<file path="src/include/lamp_pkg.sv">
// Shared constants and carrier types for the network jack lamp driver.
// Assumes a single 100 MHz clock and status inputs from controller logic.
package lamp_pkg;

   // Clock and blink timing
   localparam int unsigned CLOCK_HZ        = 100_000_000;
   localparam int unsigned BLINK_HALF_MS   = 100;
   localparam int unsigned BLINK_HALF_CYC  =
      (CLOCK_HZ / 1000) * BLINK_HALF_MS;
   localparam int unsigned STRETCH_HALVES  = 2;

   // Speed code encodings
   localparam logic [1:0] SPEED_10   = 2'h0;
   localparam logic [1:0] SPEED_100  = 2'h1;
   localparam logic [1:0] SPEED_1000 = 2'h2;

   // Lamp off and on levels
   localparam logic LAMP_OFF = 1'h0;
   localparam logic LAMP_ON  = 1'h1;

   typedef struct packed {
      logic       link_up;
      logic       activity;
      logic [1:0] speed;
   } link_status_t;

   typedef struct packed {
      logic link_green;
      logic speed_green;
      logic speed_yellow;
   } lamps_t;

endpackage

</file>
<file path="src/hw/blink_timer.sv">
// Free-running half-period divider issuing a one-cycle tick.
// Assumes one clock domain and synchronous active-low reset.
`timescale 1ns/1ps
module blink_timer #(
   parameter int unsigned HALF_CYC = lamp_pkg::BLINK_HALF_CYC
) (
   input  wire logic clock,
   input  wire logic rst_n,
   output logic      tick
);
   localparam int unsigned W = (HALF_CYC > 1) ? $clog2(HALF_CYC) : 1;

   logic [W-1:0] count;
   logic [W-1:0] next_count;
   logic         next_tick;

   // Refused at elaboration: a one-cycle half period has no count to run
   if (HALF_CYC < 2) begin : g_bad_half
      $error("blink_timer: HALF_CYC must be at least 2");
   end

   always_comb begin
      next_tick  = 1'b0;
      next_count = count + W'(1);
      if (count == W'(HALF_CYC - 1)) begin
         next_count = '0;
         next_tick  = 1'b1;
      end
   end

   always_ff @(posedge clock) begin
      if (!rst_n) begin
         count <= '0;
         tick  <= 1'b0;
      end else begin
         count <= next_count;
         tick  <= next_tick;
      end
   end
endmodule

</file>
<file path="src/hw/jack_lamps.sv">
// Lamp driver for a network jack: link/activity lamp and speed lamp.
// Assumes status pins come from outside this clock and are synchronised.
`timescale 1ns/1ps

module jack_lamps #(
   parameter int unsigned HALF_CYC = lamp_pkg::BLINK_HALF_CYC,
   parameter int unsigned HALVES   = lamp_pkg::STRETCH_HALVES
) (
   input  wire logic                   clock,
   input  wire logic                   rst_n,
   input  wire lamp_pkg::link_status_t status_in,
   output lamp_pkg::lamps_t            lamps
);
   localparam int unsigned SW = $clog2(HALVES + 1) + 1;

   if (HALVES < 2) begin : g_bad_halves
      $error("jack_lamps: HALVES must be at least 2");
   end

   typedef enum logic [0:0] {STEADY, BLINKING} blink_state_t;

   lamp_pkg::link_status_t sync1;
   lamp_pkg::link_status_t sync2;
   logic                   tick;
   blink_state_t           state;
   blink_state_t           next_state;
   logic [SW-1:0]          halves_left;
   logic [SW-1:0]          next_halves_left;
   logic                   phase;
   logic                   next_phase;
   lamp_pkg::lamps_t       next_lamps;

   // Two-stage synchroniser; only sync2 is read by logic
   always_ff @(posedge clock) begin
      if (!rst_n) begin
         sync1 <= '0;
         sync2 <= '0;
      end else begin
         sync1 <= status_in;
         sync2 <= sync1;
      end
   end

   blink_timer #(
      .HALF_CYC (HALF_CYC)
   ) u_timer (
      .clock (clock),
      .rst_n (rst_n),
      .tick  (tick)
   );

   // Each traffic pulse refills the stretch, so a short burst still gives
   // at least one full off-on cycle; phase flips on timer ticks while BLINKING and is held at 1 in STEADY.
   always_comb begin
      next_state       = state;
      next_halves_left = halves_left;
      next_phase       = phase;
      case (state)
         STEADY: begin
            next_phase = 1'b1;
            if (sync2.link_up && sync2.activity) begin
               next_state       = BLINKING;
               next_halves_left = SW'(HALVES);
            end
         end
         BLINKING: begin
            if (sync2.activity) begin
               next_halves_left = SW'(HALVES);
            end else if (tick && halves_left != '0) begin
               next_halves_left = halves_left - SW'(1);
            end
            if (tick) begin
               next_phase = ~phase;
            end
            if (!sync2.link_up) begin
               next_state = STEADY;
            end else if (halves_left == '0 && phase && !sync2.activity) begin
               next_state = STEADY;
            end
         end
         default: begin
            next_state = STEADY;
         end
      endcase
   end

   always_comb begin
      next_lamps = '0;
      if (!sync2.link_up) begin
         next_lamps.link_green = lamp_pkg::LAMP_OFF;
      end else if (state == BLINKING) begin
         next_lamps.link_green = phase;
      end else begin
         next_lamps.link_green = lamp_pkg::LAMP_ON;
      end
      case (sync2.speed)
         lamp_pkg::SPEED_100: begin
            next_lamps.speed_green = lamp_pkg::LAMP_ON;
         end
         lamp_pkg::SPEED_1000: begin
            next_lamps.speed_yellow = lamp_pkg::LAMP_ON;
         end
         default: begin
            next_lamps.speed_green  = lamp_pkg::LAMP_OFF;
            next_lamps.speed_yellow = lamp_pkg::LAMP_OFF;
         end
      endcase
   end

   always_ff @(posedge clock) begin
      if (!rst_n) begin
         state       <= STEADY;
         halves_left <= '0;
         phase       <= 1'b1;
         lamps       <= '0;
      end else begin
         state       <= next_state;
         halves_left <= next_halves_left;
         phase       <= next_phase;
         lamps       <= next_lamps;
      end
   end
endmodule

</file>
<file path="config.mk">
export PLATFORM = sky130hd
export DESIGN_NAME = jack_lamps
export DESIGN_NICKNAME = d
export VERILOG_FILES = /design/src/include/lamp_pkg.sv /design/src/hw/blink_timer.sv /design/src/hw/jack_lamps.sv
export SDC_FILE = /design/constraint.sdc
export NUM_CORES = 1
export LEC_CHECK = 0
export ABC_AREA = 1
export BUFFER_PORTS_ARGS = -buffer_cell sky130_fd_sc_hd__buf_2
export CORE_ASPECT_RATIO = 1.2
export CORE_MARGIN = 4
export CORE_UTILIZATION = 40
export CTS_CLUSTER_DIAMETER = 50
export DETAILED_ROUTE_END_ITERATION = 12
export GPL_ROUTABILITY_DRIVEN = 0
export GPL_TIMING_DRIVEN = 0
export SYNTH_ARGS = -nofsm -noshare
export SYNTH_HDL_FRONTEND = slang
export SYNTH_SLANG_ARGS = --single-unit
</file>
<file path="constraint.sdc">
create_clock -name clock -period 2.2 [get_ports clock]
set_clock_uncertainty 0.05 [all_clocks]
set_input_delay 0.44 -clock clock [delete_from_list [all_inputs] [get_ports clock]]
set_output_delay 0.44 -clock clock [all_outputs]
set_load 0.02 [all_outputs]
</file>
# Word-level counts from Yosys, hierarchy flattened
# Cells that the tools add are included.
# word_totals
register_bits,41
input_bits,6
# classes
add_sub_neg,2
muxes,14
n_bitwise,3
reduce_logical,10
eq_ne,6
# ops
cell,n
24-bit by 1-bit adder with 24-bit output (second input constant),1
24-bit == test (second input constant),1
3-bit two-way mux,3
1-bit two-way mux,8
3-bit case mux with 2 select lines,1
1-bit logical AND,4
1-bit case mux with 2 select lines,2
2-bit AND reduction,2
3-bit logical NOT,1
3-bit by 2-bit != test with 1-bit output (second input constant),1
1-bit NOT,3
3-bit nonzero test,1
3-bit by 1-bit subtractor with 3-bit output (second input constant),1
2-bit by 1-bit == test with 1-bit output (second input constant),1
2-bit == test (second input constant),1
2-bit by 1-bit != test with 1-bit output (second input constant),1
2-bit != test (second input constant),1
2-bit OR reduction,1
1-bit logical NOT,1

# Depth between registers and ports, before layout
# depth
ltp_word,6
depth_mapped,9

# By module
# A second synthesis with hierarchy kept.
# hier_totals
hier_cells,281
hier_area_um2,1993.2
# modules_own_cells
mod,seq_area_each_um2,area_per_inst_um2,instances,cells_each
blink_timer,500.5,1395.1,1,207
jack_lamps,320.3,598.1,1,74

# Worst setup path before layout
# Ideal clock, no wire load.
# synth_path
kind,flip-flop to flip-flop
startpoint,reg u_timer.count[0]
endpoint,reg u_timer.count[14]
stages_incl_launch_ff,8
setup_slack_ns,0.871
synth_period_minus_slack_ns,1.329
arrival_time_ns,1.164
t_required_ns,2.035
cell_sequence,dfxtp_1 > ha_1 > nand3_2 > nor2_1 > nand3_2 > nand2_4 > buf_12 > nor2_2
# synth_between
elab_chain_cells,2
elab_cells_between_ends,3
# synth_lines
element,line,rtl
from (decl),blink_timer.sv:13,logic [W-1:0] count;
from (signal assigned),blink_timer.sv:36,count <= next_count;
branches (longest 2 deep; another with 24-bit by 1-bit adder with 24-bit output),n/a,
# Several ways; the timed one is not identified.
# A chain may end at the register's enable or synchronous reset.

# Worst setup path after layout
# layout_path
startpoint,reg u_timer.count[0]
endpoint,reg u_timer.count[13]
# The elaborated chain is that of the path after synthesis.

==> qor.txt <==
main flop type after synthesis = dfxtp_1
max-cap violation count = 0
DRC errors left = 0
worst skew pair latency = 0.29 ns
footprint of the multi-input gates = 0.00102 mm^2
DP Area = 0.00215 mm^2
Fin. Hold Viols = 0
Die Area = 0.00632 mm^2
sequential power share = 58.1%
WP buf/inv = 1
Arrival @ worst endpoint = 1.68 ns
CP Cell Sequence = ha_1 -> nand3_2 -> nor2_1 -> nand3_2 -> nand2_4 -> buf_6 -> nor2_1
placed cell count = 342
crit share post-route = 70.2%
kind of cell adding the most delay to the critical path = simple AND/OR/NAND/NOR gates
DP HPWL = 2.82 mm
Gate Count Post-Synth = 275
Post CTS Setup Buffer Count = 0
drt pass-1 iters = 4
Vias = 1598
syn_area_per_cell = 7.43 um^2
port bufs = 7
Slowest Stage Delay on Critical Path = 0.37 ns
DR vias/cell = 4.58
Worst Setup End Kind = flip-flop
CTS clk-pin slew, worst paths = 0.08 ns
internal power = 1030 uW
cts repair resizes = 0
post-synthesis sequential area ratio = 40.2%
H-tree levels = 2
Clk Tree Root Cell = clkbuf_8
Starting Density = 41.3%
worst-margin pin slew = 0.370 ns
Hold WC Path Type = primary input to flip-flop
Layout area overhead = 9.80%
top-level I/O count = 9
Sw Share = 21.9%
final slew viol count = 0
register bit total from synthesis = 41
Detailed Route Iter0 Violations = 71
Design Power = 1310 uW
DIE HEIGHT = 86.3 um
headroom to the max-slew limit = 75.3%
P_leak = 0.000879 uW
Diodes inserted = 0
FMAX = 647 MHz
Final setup viols = 0
slack of the critical path = 0.655 ns
Net Count, Synth = 284
async set-reset flop share out of synthesis = 0%
CTS Buf Count = 5
largest net degree at the start of global routing = 13
wire per inst = 10.5 um
Syn Std Cell Area = 0.00204 mm^2
GRT overflow = 0
post-synthesis cell type count = 31
GRT Util Overall = 13.2%
share of layout cells above drive strength 1 = 21.5%
post-route setup TNS = 0 ns
register area = 821 um^2
Power Density = 585 mW/mm^2
most common cell after layout, fill and taps aside = nand2_1
commonest non-fill, non-tap cells in the layout = 56 x nand2_1, 41 x dfxtp_1, 39 x inv_1
Worst setup SP type = flip-flop
Place WS = 0.651 ns
number of synthesized flops with an enable pin = 0
# clock sinks = 41
clk buf depth = 2
Layout Cell Area excl Fill = 0.00224 mm^2
Non-Filler Instances = 349
Psw = 287 uW
CORE AREA = 0.00494 mm^2
Hold Buf Count CTS = 0
antenna-violating nets left = 0
Clk pwr share = 38.0%
first-pass GRT wire length = 6.56 mm
crit-path max FO = 10
Crit Path Class = flip-flop to flip-flop
Worst VDD drop = 0.000311 V
Filler Cells Inserted = 511
Final Critical Period = 1.55 ns
row count = 28
Die X = 73.2 um
Reg2Reg Setup Slack = 0.65 ns
RSZ-0062 raised after global routing = no
final WL = 3.66 mm
Comb power frac = 3.9%
Worst EP required = 2.34 ns
Slowest cell on crit path = dfxtp_1
initial antenna violation count = 0
vias in the first global route = 1512
TritonCTS clock tree = built
fin nets = 298
Ys Warns = 0
status = finished clean
## cells in the mapped netlist, types with 2 or more instances
cell type  count  area share [%]
nand3_2        5             2.5
ha_1           3             1.8
xnor2_1        3             1.3
o21ai_0        3            0.74
dfxtp_1       41              40
nand4_1        5             1.5
a21oi_2        4             1.7
nor2_1        38             7.0
a21oi_1        9             2.2
inv_1         39             7.2
nor2_2        16             4.9
nor3_1         2            0.49
o21ai_1        2            0.49
nor2_4         6             3.3
nand3_1       13             3.2
xor2_1         7             3.0
nand2_2        9             2.8
nand2_1       56              10
inv_2          2            0.37
## worst paths after layout
check / startpoint / endpoint / cells past startpoint
max: u_timer.count[0] / u_timer.count[13] / 7
min reg2reg: sync1[2] / sync2[2] / 2
max reg2reg: u_timer.count[0] / u_timer.count[13] / 7
min: status_in[1] / sync1[1] / 3
## logic make-up after synthesis
kind of cell	count (synthesis)	share of synthesized area [%]
buf+inv	45	9.62
fa+ha+maj	3	1.84
xor+xnor	10	4.29
compound gates	21	6.31
flops	41	40.2
simple gates	155	37.7
## layer usage
layer	track usage, %	wire length, um	vias up
met5	0	0	-
met4	5.54	65	0
met3	3.13	81	6
met2	22.6	1780	13
met1	15.6	1730	706
li1	-	-	873
## registers in the layout, summed over array words and instances, names as in the netlist
name	cells
u_timer.count	24
phase	1
sync2	4
u_timer.tick	1
sync1	4
state	1
halves_left	3
lamps	3
## worst register-to-register path, cell delays in order (launching register included)
cell and delay, ns:
dfxtp_1 0.37, ha_1 0.21, nand3_2 0.11, nor2_1 0.19, nand3_2 0.18, nand2_4 0.13, buf_6 0.15, nor2_1 0.06
## power groups by stage
stage,logic [uW],clock network [uW],registers [uW]
final,51.3,498,763
after global routing,59.8,560,765
after CTS,52.7,525,763
after detailed placement,52.5,0,780
after global placement,51.9,0,780
after floorplan,37.8,0,781
## per-stage QoR
step                      util, %  hold slack [ns]
after detailed placement     43.6            0.346
after global placement       43.6            0.345
final                        45.4            0.281
after global routing         45.4            0.278
after CTS                    45.4            0.269
after floorplan                 -            0.340
## cell type report
type / instances / area share [%]
Multi-Input combinational cell: 189 / 45.7
Sequential cell: 41 / 36.6
Inverter: 41 / 6.86
Clock buffer: 6 / 3.68
Tap cell: 60 / 3.35
Buffer: 4 / 1.90
Timing Repair Buffer: 7 / 1.56
Clock inverter: 1 / 0.335
No activity file was read; power rests on OpenSTA's default activity.
